===== src/logic/replay_protected_counter_gate_map.svh =====
// offsets, field positions, reset values and timing counts of the state gating block
`ifndef REPLAY_PROTECTED_COUNTER_GATE_MAP_SVH
`define REPLAY_PROTECTED_COUNTER_GATE_MAP_SVH
`define EXT_BUSY_BIT 0
`define EXT_STATUS_RESET 8'h00
`define ERASED_BYTE 8'hff
`define DRIVE_STRENGTH_BIT0_POS 21
`define QUAD_IO_ENABLE_POS 9
`define STATUS_REG_RESET 24'h200200
`define POWER_UP_WAIT_TIME_US 1800
`define CLK_MHZ 40
`define POWER_UP_WAIT_CYCLES (`POWER_UP_WAIT_TIME_US * `CLK_MHZ)
`endif


===== src/logic/replay_protected_counter_gate_pkg.sv =====
// types of the state gating block
package replay_protected_counter_gate_pkg;
  typedef enum logic [3:0] {
    cmd_counter_op = 4'h0,
    cmd_ext_status_read = 4'h1,
    cmd_status_read = 4'h2,
    cmd_array_read = 4'h3,
    cmd_write_erase = 4'h4,
    cmd_chip_erase = 4'h5,
    cmd_status_write = 4'h6,
    cmd_suspend = 4'h7,
    cmd_resume = 4'h8,
    cmd_deep_power_down = 4'h9,
    cmd_release_power_down = 4'ha
  } cmd_e;
  typedef enum logic [4:0] {
    st_idle = 5'h01,
    st_counter = 5'h02,
    st_pe = 5'h04,
    st_suspended = 5'h08,
    st_power_down = 5'h10
  } state_e;
  typedef enum logic [1:0] {
    resp_none = 2'h0,
    resp_accept = 2'h1,
    resp_ignore = 2'h2,
    resp_refuse = 2'h3
  } resp_e;
endpackage : replay_protected_counter_gate_pkg


===== src/logic/replay_protected_counter_state_gating.sv =====
// operation-state gating of a flash with a replay protected counter
//
// Behaviour
// deep power-down ignores counter and extended-status reads
// counter command ignores the write enable latch
// controller avoids counter commands during program/erase; bench sends them in pe and suspended states; accepted when no counter run is busy
// counter state until busy clears; suspend ignored
// program/erase state until write in progress clears
// suspended state entered when suspend-done flag sets
// suspend suspends, except chip erase or status write
// suspend refused suspended; resume rules per state
// array access gating per counter, pe, suspended state
// counter command refused while another executes
// extended read reports busy then done
// extended read in pe/suspend returns last result
// status read accepted except in deep power-down, shows busy
// erased array bytes read all ones
// status register ships zero except two bits
// controller waits power-up time before commands
// extended busy bit set during counter execution
// exactly one state; rejected commands change nothing
`timescale 1ns/1ps
`include "replay_protected_counter_gate_map.svh"

module replay_protected_counter_state_gating (
  input wire logic clk,
  input wire logic reset,
  input wire logic cmd_valid,
  input wire replay_protected_counter_gate_pkg::cmd_e cmd_kind,
  input wire logic [23:0] status_wr_data,
  input wire logic counter_exec_done,
  input wire logic [7:0] counter_result,
  input wire logic pe_done,
  output replay_protected_counter_gate_pkg::state_e state,
  output replay_protected_counter_gate_pkg::resp_e resp,
  output logic [7:0] read_data,
  output logic [7:0] ext_status,
  output logic write_in_progress,
  output logic suspend_done,
  output logic [23:0] status_reg,
  output logic [7:0] erased_byte
);
  // ==========================================
  // command decision
  replay_protected_counter_gate_pkg::resp_e next_resp;
  logic counter_busy;
  logic no_suspend;
  logic accept;
  assign counter_busy = ext_status[`EXT_BUSY_BIT];

  always_comb begin
    next_resp = replay_protected_counter_gate_pkg::resp_none;
    if (cmd_valid) begin
      next_resp = replay_protected_counter_gate_pkg::resp_accept;
      case (state)
        replay_protected_counter_gate_pkg::st_power_down: begin
          if (cmd_kind != replay_protected_counter_gate_pkg::cmd_release_power_down) begin
            next_resp = replay_protected_counter_gate_pkg::resp_ignore;
          end
        end
        replay_protected_counter_gate_pkg::st_counter: begin
          case (cmd_kind)
            replay_protected_counter_gate_pkg::cmd_suspend,
            replay_protected_counter_gate_pkg::cmd_resume,
            replay_protected_counter_gate_pkg::cmd_release_power_down: next_resp = replay_protected_counter_gate_pkg::resp_ignore;
            replay_protected_counter_gate_pkg::cmd_counter_op,
            replay_protected_counter_gate_pkg::cmd_deep_power_down: next_resp = replay_protected_counter_gate_pkg::resp_refuse;
            default: next_resp = replay_protected_counter_gate_pkg::resp_accept;
          endcase
        end
        replay_protected_counter_gate_pkg::st_pe: begin
          case (cmd_kind)
            replay_protected_counter_gate_pkg::cmd_array_read,
            replay_protected_counter_gate_pkg::cmd_write_erase,
            replay_protected_counter_gate_pkg::cmd_chip_erase,
            replay_protected_counter_gate_pkg::cmd_status_write,
            replay_protected_counter_gate_pkg::cmd_resume,
            replay_protected_counter_gate_pkg::cmd_deep_power_down,
            replay_protected_counter_gate_pkg::cmd_release_power_down: next_resp = replay_protected_counter_gate_pkg::resp_refuse;
            replay_protected_counter_gate_pkg::cmd_counter_op:
              next_resp = counter_busy ? replay_protected_counter_gate_pkg::resp_refuse : replay_protected_counter_gate_pkg::resp_accept;
            replay_protected_counter_gate_pkg::cmd_suspend:
              next_resp = no_suspend ? replay_protected_counter_gate_pkg::resp_ignore : replay_protected_counter_gate_pkg::resp_accept;
            default: next_resp = replay_protected_counter_gate_pkg::resp_accept;
          endcase
        end
        replay_protected_counter_gate_pkg::st_suspended: begin
          case (cmd_kind)
            replay_protected_counter_gate_pkg::cmd_write_erase,
            replay_protected_counter_gate_pkg::cmd_chip_erase,
            replay_protected_counter_gate_pkg::cmd_status_write,
            replay_protected_counter_gate_pkg::cmd_suspend,
            replay_protected_counter_gate_pkg::cmd_deep_power_down,
            replay_protected_counter_gate_pkg::cmd_release_power_down: next_resp = replay_protected_counter_gate_pkg::resp_refuse;
            replay_protected_counter_gate_pkg::cmd_counter_op:
              next_resp = counter_busy ? replay_protected_counter_gate_pkg::resp_refuse : replay_protected_counter_gate_pkg::resp_accept;
            default: next_resp = replay_protected_counter_gate_pkg::resp_accept;
          endcase
        end
        default: begin
          case (cmd_kind)
            replay_protected_counter_gate_pkg::cmd_suspend,
            replay_protected_counter_gate_pkg::cmd_resume,
            replay_protected_counter_gate_pkg::cmd_release_power_down: next_resp = replay_protected_counter_gate_pkg::resp_ignore;
            default: next_resp = replay_protected_counter_gate_pkg::resp_accept;
          endcase
        end
      endcase
    end
  end
  assign accept = (next_resp == replay_protected_counter_gate_pkg::resp_accept);

  always_ff @(posedge clk) begin
    if (reset) begin
      resp <= replay_protected_counter_gate_pkg::resp_none;
    end else begin
      resp <= next_resp;
    end
  end

  // ==========================================
  // operation state
  // the write enable latch is not a port: counter commands never look at it
  always_ff @(posedge clk) begin
    if (reset) begin
      state <= replay_protected_counter_gate_pkg::st_idle;
    end else begin
      case (state)
        replay_protected_counter_gate_pkg::st_idle: begin
          if (accept) begin
            case (cmd_kind)
              replay_protected_counter_gate_pkg::cmd_counter_op: state <= replay_protected_counter_gate_pkg::st_counter;
              replay_protected_counter_gate_pkg::cmd_write_erase,
              replay_protected_counter_gate_pkg::cmd_chip_erase,
              replay_protected_counter_gate_pkg::cmd_status_write: state <= replay_protected_counter_gate_pkg::st_pe;
              replay_protected_counter_gate_pkg::cmd_deep_power_down: state <= replay_protected_counter_gate_pkg::st_power_down;
              default: state <= replay_protected_counter_gate_pkg::st_idle;
            endcase
          end
        end
        replay_protected_counter_gate_pkg::st_counter: begin
          if (counter_exec_done) begin
            // a write taken during the counter run continues as program/erase
            state <= (write_in_progress && !pe_done) ? replay_protected_counter_gate_pkg::st_pe
                                                      : replay_protected_counter_gate_pkg::st_idle;
          end
        end
        replay_protected_counter_gate_pkg::st_pe: begin
          if (pe_done) begin
            // a counter run that outlives the program/erase keeps the counter state open
            if ((counter_busy && !counter_exec_done) ||
                (accept && cmd_kind == replay_protected_counter_gate_pkg::cmd_counter_op)) begin
              state <= replay_protected_counter_gate_pkg::st_counter;
            end else begin
              state <= replay_protected_counter_gate_pkg::st_idle;
            end
          end else if (accept && cmd_kind == replay_protected_counter_gate_pkg::cmd_suspend) begin
            state <= replay_protected_counter_gate_pkg::st_suspended;
          end
        end
        replay_protected_counter_gate_pkg::st_suspended: begin
          if (accept && cmd_kind == replay_protected_counter_gate_pkg::cmd_resume) begin
            state <= replay_protected_counter_gate_pkg::st_pe;
          end
        end
        replay_protected_counter_gate_pkg::st_power_down: begin
          if (accept) begin
            state <= replay_protected_counter_gate_pkg::st_idle;
          end
        end
        default: state <= replay_protected_counter_gate_pkg::st_idle;
      endcase
    end
  end

  // ==========================================
  // program/erase and suspend flags
  always_ff @(posedge clk) begin
    if (reset) begin
      write_in_progress <= 1'b0;
      no_suspend <= 1'b0;
    end else if (accept && (cmd_kind == replay_protected_counter_gate_pkg::cmd_write_erase ||
                            cmd_kind == replay_protected_counter_gate_pkg::cmd_chip_erase ||
                            cmd_kind == replay_protected_counter_gate_pkg::cmd_status_write)) begin
      write_in_progress <= 1'b1;
      no_suspend <= (cmd_kind != replay_protected_counter_gate_pkg::cmd_write_erase);
    end else if (pe_done && state != replay_protected_counter_gate_pkg::st_suspended) begin
      write_in_progress <= 1'b0;
      no_suspend <= 1'b0;
    end
  end

  always_ff @(posedge clk) begin
    if (reset) begin
      suspend_done <= 1'b0;
    end else if (accept && cmd_kind == replay_protected_counter_gate_pkg::cmd_suspend &&
                 state == replay_protected_counter_gate_pkg::st_pe && !pe_done) begin
      suspend_done <= 1'b1;
    end else if (state != replay_protected_counter_gate_pkg::st_suspended) begin
      suspend_done <= 1'b0;
    end else if (accept && cmd_kind == replay_protected_counter_gate_pkg::cmd_resume) begin
      suspend_done <= 1'b0;
    end
  end

  // ==========================================
  // extended status and read answers
  always_ff @(posedge clk) begin
    if (reset) begin
      ext_status <= `EXT_STATUS_RESET;
    end else if (accept && cmd_kind == replay_protected_counter_gate_pkg::cmd_counter_op) begin
      ext_status <= 8'h01;
    end else if (counter_exec_done && counter_busy) begin
      ext_status <= {counter_result[7:1], 1'b0};
    end
  end

  always_ff @(posedge clk) begin
    if (reset) begin
      read_data <= 8'h00;
    end else if (accept) begin
      case (cmd_kind)
        replay_protected_counter_gate_pkg::cmd_ext_status_read: read_data <= ext_status;
        replay_protected_counter_gate_pkg::cmd_status_read: read_data <= {7'h00, write_in_progress};
        replay_protected_counter_gate_pkg::cmd_array_read: read_data <= erased_byte;
        default: read_data <= read_data;
      endcase
    end
  end

  always_ff @(posedge clk) begin
    if (reset) begin
      status_reg <= `STATUS_REG_RESET;
      erased_byte <= `ERASED_BYTE;
    end else if (accept && cmd_kind == replay_protected_counter_gate_pkg::cmd_status_write) begin
      status_reg <= status_wr_data;
    end
  end

  // ==========================================
  // checks
  power_down_ignore_a: assert property (@(posedge clk) disable iff (reset)
    state == replay_protected_counter_gate_pkg::st_power_down && cmd_valid &&
    cmd_kind inside {replay_protected_counter_gate_pkg::cmd_counter_op, replay_protected_counter_gate_pkg::cmd_ext_status_read}
    |=> resp == replay_protected_counter_gate_pkg::resp_ignore && state == replay_protected_counter_gate_pkg::st_power_down)
    else $error("command taken in deep power-down");
  counter_entry_a: assert property (@(posedge clk) disable iff (reset)
    state == replay_protected_counter_gate_pkg::st_idle && cmd_valid && cmd_kind == replay_protected_counter_gate_pkg::cmd_counter_op
    |=> state == replay_protected_counter_gate_pkg::st_counter && ext_status[0])
    else $error("counter state not entered");
  counter_suspend_a: assert property (@(posedge clk) disable iff (reset)
    state == replay_protected_counter_gate_pkg::st_counter && !counter_exec_done && cmd_valid &&
    cmd_kind == replay_protected_counter_gate_pkg::cmd_suspend |=> state == replay_protected_counter_gate_pkg::st_counter)
    else $error("suspend acted in counter state");
  pe_exit_a: assert property (@(posedge clk) disable iff (reset)
    state == replay_protected_counter_gate_pkg::st_pe && pe_done |=> !write_in_progress &&
    state == (ext_status[0] ? replay_protected_counter_gate_pkg::st_counter : replay_protected_counter_gate_pkg::st_idle))
    else $error("program/erase did not end");
  suspend_entry_a: assert property (@(posedge clk) disable iff (reset)
    $rose(suspend_done) |-> state == replay_protected_counter_gate_pkg::st_suspended)
    else $error("suspend flag without suspended state");
  chip_erase_hold_a: assert property (@(posedge clk) disable iff (reset)
    state == replay_protected_counter_gate_pkg::st_pe && no_suspend && !pe_done && cmd_valid &&
    cmd_kind == replay_protected_counter_gate_pkg::cmd_suspend |=> state == replay_protected_counter_gate_pkg::st_pe)
    else $error("non-suspendable operation suspended");
  resume_back_a: assert property (@(posedge clk) disable iff (reset)
    state == replay_protected_counter_gate_pkg::st_suspended && cmd_valid && cmd_kind == replay_protected_counter_gate_pkg::cmd_resume
    |=> state == replay_protected_counter_gate_pkg::st_pe && !suspend_done)
    else $error("resume did not return");
  pe_refuse_a: assert property (@(posedge clk) disable iff (reset)
    state == replay_protected_counter_gate_pkg::st_pe && cmd_valid && cmd_kind == replay_protected_counter_gate_pkg::cmd_array_read
    |=> resp == replay_protected_counter_gate_pkg::resp_refuse)
    else $error("read taken during program/erase");
  counter_refuse_a: assert property (@(posedge clk) disable iff (reset)
    counter_busy && cmd_valid && cmd_kind == replay_protected_counter_gate_pkg::cmd_counter_op
    |=> resp == replay_protected_counter_gate_pkg::resp_refuse)
    else $error("second counter command taken");
  ext_read_a: assert property (@(posedge clk) disable iff (reset)
    state != replay_protected_counter_gate_pkg::st_power_down && cmd_valid &&
    cmd_kind == replay_protected_counter_gate_pkg::cmd_ext_status_read |=> read_data == $past(ext_status))
    else $error("extended read wrong");
  one_state_a: assert property (@(posedge clk) disable iff (reset)
    $onehot(state))
    else $error("state not one-hot");
endmodule : replay_protected_counter_state_gating


===== config.mk =====
export PLATFORM = sky130hd
export DESIGN_NAME = replay_protected_counter_state_gating
export DESIGN_NICKNAME = d
export VERILOG_FILES = /design/src/logic/replay_protected_counter_gate_pkg.sv /design/src/logic/replay_protected_counter_state_gating.sv
export VERILOG_INCLUDE_DIRS = /design/src /design/src/logic
export SDC_FILE = /design/constraint.sdc
export NUM_CORES = 1
export LEC_CHECK = 0
export ABC_AREA = 1
export BUFFER_PORTS_ARGS = -buffer_cell sky130_fd_sc_hd__buf_2
export CAP_MARGIN = 5
export CORE_MARGIN = 2
export CORE_UTILIZATION = 45
export DETAILED_ROUTE_END_ITERATION = 12
export GPL_TIMING_DRIVEN = 0
export HOLD_SLACK_MARGIN = 0.08
export PLACE_DENSITY = 0.76
export SETUP_SLACK_MARGIN = 0.02
export SYNTH_ARGS = -nofsm -noshare
export SYNTH_HDL_FRONTEND = slang
export SYNTH_SLANG_ARGS = --single-unit

===== constraint.sdc =====
create_clock -name clk -period 2.2 [get_ports clk]
set_input_delay 0.44 -clock clk [delete_from_list [all_inputs] [get_ports clk]]
set_output_delay 0.44 -clock clk [all_outputs]
set_load 0.03 [all_outputs]

==> results of run 1 <==
[critical path, delay by kind of cell, from the launching register on]
family	cells	cell delay, ns
buffers and inverters	2	0.30
AND/OR/NAND/NOR	7	0.78
AO/OA/AOI/OAI	3	0.58
flip-flops	1	0.35
[routing by layer]
layer  routed length, µm  track usage [%]
met1                2590             25.8
met2                2910             35.2
met3                 361             4.63
met4                  44             4.87
met5                   0                0
[Yosys cell counts]
cell type,count
a211oi_1,8
a21oi_1,40
a21oi_4,1
a311oi_1,1
a31oi_1,1
and2_1,1
buf_4,12
clkbuf_1,5
conb_1,1
dfxtp_1,50
inv_1,24
inv_2,6
inv_4,1
nand2_1,105
nand2_2,3
nand2_4,2
nand3_1,13
nand4_1,5
nor2_1,39
nor2_2,2
nor3_1,2
nor3_4,1
o21ai_0,10
o21ai_1,1
o32ai_1,1
[layout make-up]
class                      count  area [µm²]
clock buffer                   6        72.6
inverter                      31         119
timing repair buffer          98         515
tap                           70        87.6
multi-input combinational    244        1120
fill                         495        2010
clock inverter                 1        7.51
sequential                    50        1000
buffer                        17         116
[through the flow]
stage	cells	TNS [ns]	utilization, %	cell area, µm²	total power [mW]
final	517	0	60.2	3040	1.71
after CTS	510	0	58.9	2970	1.72
after global placement	500	-1.71	56.8	2870	1.20
after detailed placement	500	-2.41	56.8	2870	1.21
after floorplan	342	0	-	2340	1.13
after global routing	517	-0.179	60.2	3040	1.79
[timing repair]
item / CTS / global route
pin swaps: 1 / 5
setup buffers: 3 / 7
endpoints found under the setup margin: 3 / 41
gates resized for setup: 0 / 6
hold buffers: 0 / 0
[power breakdown]
part / switching (mW) / internal, mW
sequential: 0.00958 / 0.920
combinational: 0.173 / 0.0953
clock: 0.295 / 0.219
total: 0.478 / 1.23
[worst min-delay path by stage]
stage | end | depth (start not counted)
floorplan | no_suspend | 2
global placement | status_reg[3] | 2
detailed placement | status_reg[16] | 2
CTS | status_reg[9] | 3
global route | status_reg[21] | 3
finish | status_reg[9] | 3
[logic make-up (layout without fill, tap and decap cells)]
kind of cell	count (synthesis)	count (layout)	synth area share, %
simple gates	173	173	31.3
buf+inv	48	153	9.85
other cells	1	8	0.162
compound gates	63	63	15.4
flops	50	50	43.3
==> flow_summary.ini, run 1 <==
[route]
viasPerCell = 4.77
drc = 0
ant_nets = 0
wl_mm = 5.90
firstDrtPassIters = 4
first_iter_violations = 87
dr_total_vias = 2466
wl_per_cell_um = 11.4

[sta]
fin_crit_ns = 2.08
fmax_ghz = 0.481
finalHoldViolCount = 0
finalWorstSetupSlack_ns = 0.119
worst_slew_pin_slew_ns = 0.727
max_slew_margin_pct = 51.1
hold_ws_ns = 0.341
maxSlewViolCount = 0
finalCritPeriodShare_pct = 94.6
setup-violations-final = 0
finClkSkew_ns = 0.00602

[place]
dpl.hpwl_mm = 4.47
pre_cts_ws_ns = -0.133
io_buffer_count = 88
gp_congestion = 0.911

[die]
die_area_um2 = 5720
core-area_um2 = 5040
ios = 98
die_h_um = 75.7
die_w_um = 75.7
rows = 26
start_util_pct = 45.8

[clocking]
clock_latency_ns = 0.30
cts_buffer_depth = 2
cts.htree.levels = 2
clockRootBuffer = clkbuf_8
cts_made_buffers = 5
cts.sinks = 50
clk_pin_slew_ns = 0.09
cts_tree = done

[setup_path]
r2r_end = state[2]
worstPathMaxFanout = 5
worstReg2RegStart = state[2]
crit_arrival_ns = 2.31
path_class = register to register
cp-start-kind = register
cp.required_ns = 2.43
rr_worst_depth = 12
startpoint = state[2]
cp-end-kind = register
crit_end = state[2]
rrSetupSlack_ns = 0.12
slowest_delay_ns = 0.35
crit_path_cell_trace = nor2_2 > nand4_1 > inv_2 > nand2_1 > nand2_1 > nor2_1 > a21oi_4 > nand2_4 > buf_4 > a21oi_1 > nand4_1 > a21oi_1
crit_slowest_cell = dfxtp_1

[run_status]
status = finished, final reports clean

[synth]
synth_area_per_cell_um2 = 6.90
synth_cell_types = 25
synth_largest_area_cell = dfxtp_1
synth-seq-cells = 50
postSynthCellCount = 335
seq_area_frac_synth_pct = 43.3
yosysWarnings = 0
ys_top_cells_by_area = dfxtp_1, nand2_1, a21oi_1
synth_top_area_share_pct = 43.3
synth_area_um2 = 2310

[flow_run]
max_cap_viol_count = 0

[layout]
largest_reg_flops = 24
drive_gt1_share_pct = 30.4
layout_common_cells = nand2_1, buf_2, dfxtp_1
final_common_cell = nand2_1
fin_nets = 488
n_antenna_cell = 0
syn2layout_area_growth_pct = 31.3

[global_route]
antenna_found_initial = 0
grt_pass1_wl_mm = 9.07
grt_overflow = 0
grt_max_degree = 15
grt_usage_pct = 20.3
grt_pass1_vias = 2066

[power]
leakagePower_nw = 1.52
max-vdd-ir-drop_mv = 0.406
powerDensity_nw_per_um2 = 564

[worst_hold_path]
hp-class = input pin to register
hold_path.startpoint = status_wr_data[9]
Note: power is estimated with default switching activity, not from simulation.
==> run 2, diff against run 1 <==
ABC_CLOCK_PERIOD_IN_PS = 2200   (was unset)
RECOVER_POWER = 100   (was unset)
==> run 2 against run 1 <==
Clock power hardly changed. Power decreased by 0.31%. Register-to-register slack hardly changed. Hold slack barely moved. Critical endpoint unchanged. Critical path type unchanged. Utilization fell by 1.2 points. Maximum frequency increased by 0.51%. Sequential power barely moved. Largest cell class unchanged. Largest power group unchanged.
==> flow_summary.ini, run 2 (synthesis results as in run 1) <==
[run_status]
status = finished, final reports clean

[clocking]
cts.sinks = 50
cts_tree = done
cts.htree.levels = 2
hold_buffers = 0
clk_pin_slew_ns = 0.09
cts_made_buffers = 5
cts_buffer_depth = 2
clockRootBuffer = clkbuf_8
clock_latency_ns = 0.30

[place]
gp_congestion = 0.911
io_buffer_count = 88
dpl-instance-area_um2 = 2870
pre_cts_ws_ns = -0.133
dpl.hpwl_mm = 4.47

[die]
rows = 26
die_h_um = 75.7
core-area_um2 = 5040
die_w_um = 75.7
die_area_um2 = 5720
ios = 98
start_util_pct = 45.8

[sta]
finalWorstSetupSlack_ns = 0.130
worst_slew_pin_slew_ns = 0.725
fmax_ghz = 0.483
max_slew_margin_pct = 51.3
fin_crit_ns = 2.07
maxSlewViolCount = 0
fin_tns_setup_ns = 0
hold_ws_ns = 0.342
setup-violations-final = 0
finalCritPeriodShare_pct = 94.1
finClkSkew_ns = 0.00475
finalHoldViolCount = 0

[layout]
largest_reg_flops = 24
stdcell_area_um2 = 2970
drive_gt1_share_pct = 19.5
fillCellCount = 527
syn2layout_area_growth_pct = 28.7
layout_common_cells = nand2_1, clkbuf_1, dfxtp_1
final_common_cell = nand2_1
fin_nets = 488
n_antenna_cell = 0

[worst_hold_path]
hp-class = input pin to register
min_path_cells = 3

[route]
wl_mm = 5.96
ant_nets = 0
drc = 0
wl_per_cell_um = 11.5
first_iter_violations = 94
dr_total_vias = 2489
viasPerCell = 4.81
firstDrtPassIters = 4

[power]
leakagePower_nw = 1.31
powerDensity_nw_per_um2 = 574
max-vdd-ir-drop_mv = 0.396

[setup_path]
worstPathMaxFanout = 5
cp_top_family = simple AND/OR/NAND/NOR gates
path_class = register to register
crit_path_cell_trace = nor2_2 > nand4_1 > inv_2 > nand2_1 > nand2_1 > nor2_1 > a21oi_4 > nand2_4 > buf_4 > a21oi_1 > nand4_1 > a21oi_1
slowest_delay_ns = 0.35
cp.required_ns = 2.43
cp.depth = 12
cp-start-kind = register
rr_worst_depth = 12
crit_arrival_ns = 2.30
crit_slowest_cell = dfxtp_1
cp-end-kind = register
cp.buffers_inverters = 2

[global_route]
antenna_found_initial = 0
grt_pass1_wl_mm = 9.07
grt_pass1_vias = 2066
grt_usage_pct = 20.3
grt_overflow = 0
grt_max_degree = 15

[flow_run]
max_cap_viol_count = 0
==> run 2: changes by cell type in the layout (fill, tap and decap cells not counted) <==
cell      delta
buf_2       -49
clkbuf_1    +49
==> run 2: metrics by stage <==
stage / util (%) / std cells / total power [mW]
2_1_floorplan: - / 342 / 1.13
3_3_place_gp: 56.8 / 500 / 1.20
3_5_place_dp: 56.8 / 500 / 1.21
4_1_cts: 58.9 / 510 / 1.72
5_1_grt: 59.0 / 517 / 1.78
6_report: 59.0 / 517 / 1.71
==> run 2: power breakdown <==
part           leakage, nW  internal, mW  total, mW  switching, mW
clock               0.0373         0.219      0.511          0.292
sequential           0.404         0.920      0.930         0.0101
combinational        0.869        0.0912      0.266          0.175
total                 1.31          1.23       1.71          0.477
==> run 2: layout make-up <==
cell class,instances,area (µm²),share of cell area [%]
Buffer,17,116,3.91
Clock buffer,6,72.6,2.44
Clock inverter,1,7.51,0.252
Inverter,31,119,4.00
Multi-Input combinational cell,244,1120,37.5
Sequential cell,50,1000,33.7
Tap cell,70,87.6,2.94
Timing Repair Buffer,98,454,15.3
==> run 2: worst paths after layout <==
check / from / to / slack [ns]
setup reg to reg: state[2] / state[2] / 0.13
hold reg to reg: status_reg[4] / status_reg[4] / 0.47
setup / recovery: state[2] / state[2] / 0.13
hold / removal: status_wr_data[9] / status_reg[9] / 0.34
==> run 2: per-layer routing <==
metal  routed length (µm)  GRT usage, %  part of all wire (%)  up-vias
met3                  345          4.63                   5.8        7
li1                     -             -                     -     1283
met2                 2930          35.2                    49       86
met1                 2650          25.8                    44     1113
met5                    0             0                     0        -
met4                   36          4.87                  0.60        0
==> run 2: repair_timing <==
| action | 4_1_cts | 5_1_grt |
|---|---|---|
| endpoints found under the hold margin | 0 | 0 |
| setup buffers | 3 | 7 |
| gates resized for setup | 0 | 6 |
| endpoints found under the setup margin | 3 | 41 |
| pin swaps | 1 | 5 |
==> run 2: worst reg2reg max path, cell delays in order (launching register included) <==
cell	delay, ns
dfxtp_1	0.35
nor2_2	0.16
nand4_1	0.21
inv_2	0.13
nand2_1	0.05
nand2_1	0.06
nor2_1	0.06
a21oi_4	0.24
nand2_4	0.11
buf_4	0.16
a21oi_1	0.20
nand4_1	0.13
a21oi_1	0.15
==> run 3, diff against run 2 <==
==> constraint.sdc (replaced) <==
create_clock -name clk -period 2.2 [get_ports clk]
set_input_delay 0.44 -clock clk [delete_from_list [all_inputs] [get_ports clk]]
set_output_delay 0.44 -clock clk [all_outputs]
set_load 0.05 [all_outputs]
==> run 3 against run 2 <==
Sequential share of layout area is 0.30 points higher. Clock skew decreased by 0.0011 ns. Critical path depth rose by 2. Global-route usage down 0.95 points. Worst setup slack better by 0.032 ns. Combinational power is 13% higher. Die area did not move. Largest power group unchanged.
==> flow_summary.ini, run 3 (synthesis results as in run 1) <==
[sta]
finalCritPeriodShare_pct = 92.6
finClkSkew_ns = 0.00365
max_slew_margin_pct = 51.3
setup-violations-final = 0
fin_tns_setup_ns = 0
maxSlewViolCount = 0
worst_slew_pin_slew_ns = 0.724
fin_crit_ns = 2.04
finalHoldViolCount = 0
fmax_ghz = 0.491
grt_setup_unrepaired = true

[global_route]
grt_max_degree = 15
grt_pass1_wl_mm = 8.58
antenna_found_initial = 0
grt_usage_pct = 19.4
grt_overflow = 0
grt_pass1_vias = 2041

[clocking]
clk_pin_slew_ns = 0.09
cts.sinks = 50
clock_latency_ns = 0.30
cts_made_buffers = 5
hold_buffers = 0
cts_buffer_depth = 2
cts.htree.levels = 2
clockRootBuffer = clkbuf_8
cts_tree = done

[layout]
syn2layout_area_growth_pct = 28.2
final_cells = 512
fillCellCount = 534
final_common_cell = nand2_1
utilization_pct = 58.8
n_antenna_cell = 0
drive_gt1_share_pct = 20.8
stdcell_area_um2 = 2960
fin_nets = 483
largest_reg_flops = 24
layout_common_cells = nand2_1, clkbuf_1, dfxtp_1

[setup_path]
crit_arrival_ns = 2.27
crit_path_cell_trace = nor2_4 > nand4_1 > inv_1 > nand2_1 > nand2_1 > nor2_1 > a21oi_4 > nand2_4 > inv_2 > nand2_4 > inv_4 > buf_4 > nand2_1 > a21oi_1
cp.buffers_inverters = 4
cp.required_ns = 2.43
worstPathMaxFanout = 10
cp-start-kind = register
path_class = register to register
slowest_delay_ns = 0.35
cp-end-kind = register
cpMostUsedCell = nand2_1
cp_top_family = simple AND/OR/NAND/NOR gates
crit_slowest_cell = dfxtp_2

[route]
first_iter_violations = 160
drc = 0
wl_per_cell_um = 11.2
wl_mm = 5.72
dr_total_vias = 2435
ant_nets = 0
viasPerCell = 4.76
firstDrtPassIters = 4

[place]
dpl.hpwl_mm = 4.35
dpl-instance-area_um2 = 2870
io_buffer_count = 88
gp_congestion = 0.939
placed_cells = 500

[die]
die_h_um = 75.7
rows = 26
die_area_um2 = 5720
die_w_um = 75.7
start_util_pct = 45.8
ios = 98
core-area_um2 = 5040

[power]
powerDensity_nw_per_um2 = 591
max-vdd-ir-drop_mv = 0.387
leakagePower_nw = 1.30

[flow_run]
max_cap_viol_count = 0

[run_status]
status = finished, final reports clean

[worst_hold_path]
hp-class = input pin to register
## run 3: cell count changes in the layout (fill, tap and decap cells not counted), moves of 2 or more
cell      change
buf_2         +3
buf_4         -4
dfxtp_1       -4
buf_6         -2
clkbuf_1      -3
dfxtp_2       +4
## run 3: cell type report
type | instances | area, µm² | area share [%]
Buffer | 17 | 109 | 3.67
Sequential cell | 50 | 1010 | 34.0
Timing Repair Buffer | 93 | 433 | 14.6
Clock buffer | 6 | 72.6 | 2.45
Clock inverter | 1 | 7.51 | 0.253
Tap cell | 70 | 87.6 | 2.96
Multi-Input combinational cell | 244 | 1130 | 38.1
Inverter | 31 | 119 | 4.01
## run 3: final timing paths
path / slack [ns] / end / from / cells after the start
setup reg to reg: 0.16 / status_reg[14] / state[0] / 14
hold / removal: 0.33 / status_reg[21] / status_wr_data[21] / 3
setup / recovery: 0.16 / status_reg[14] / state[0] / 14
hold reg to reg: 0.46 / status_reg[12] / status_reg[12] / 2
## run 3: power breakdown
group	switching [mW]	total (mW)	internal [mW]
Combinational	0.209	0.301	0.0919
Clock	0.300	0.519	0.219
Sequential	0.0108	0.931	0.921
## run 3: tightest hold or removal path: cells and delay by family
kind | cells | cell delay (ns)
buffers and inverters | 1 | 0.07
AND/OR/NAND/NOR | 2 | 0.09
## run 3: repair_timing
action	4_1_cts	5_1_grt
setup buffers	0	5
pin swaps	1	4
gates cloned	0	0
endpoints found under the setup margin	1	31
resized for setup	0	9
## run 3: metal layers
metal / wire, µm / global-route usage [%] / part of all wire (%)
met5: 0 / 0 / 0
met1: 2490 / 24.2 / 44
met2: 2840 / 32.9 / 50
met3: 314 / 4.76 / 5.5
met4: 74 / 6.43 / 1.3
## run 3: stage by stage
stage                     power (mW)  setup WS, ns  hold WS, ns
after floorplan                 1.16        0.0285        0.458
after global placement          1.24        -0.111        0.448
after detailed placement        1.24        -0.112        0.453
after CTS                       1.75        0.0238        0.328
after global routing            1.82       -0.0474        0.337
final                           1.75         0.162        0.333
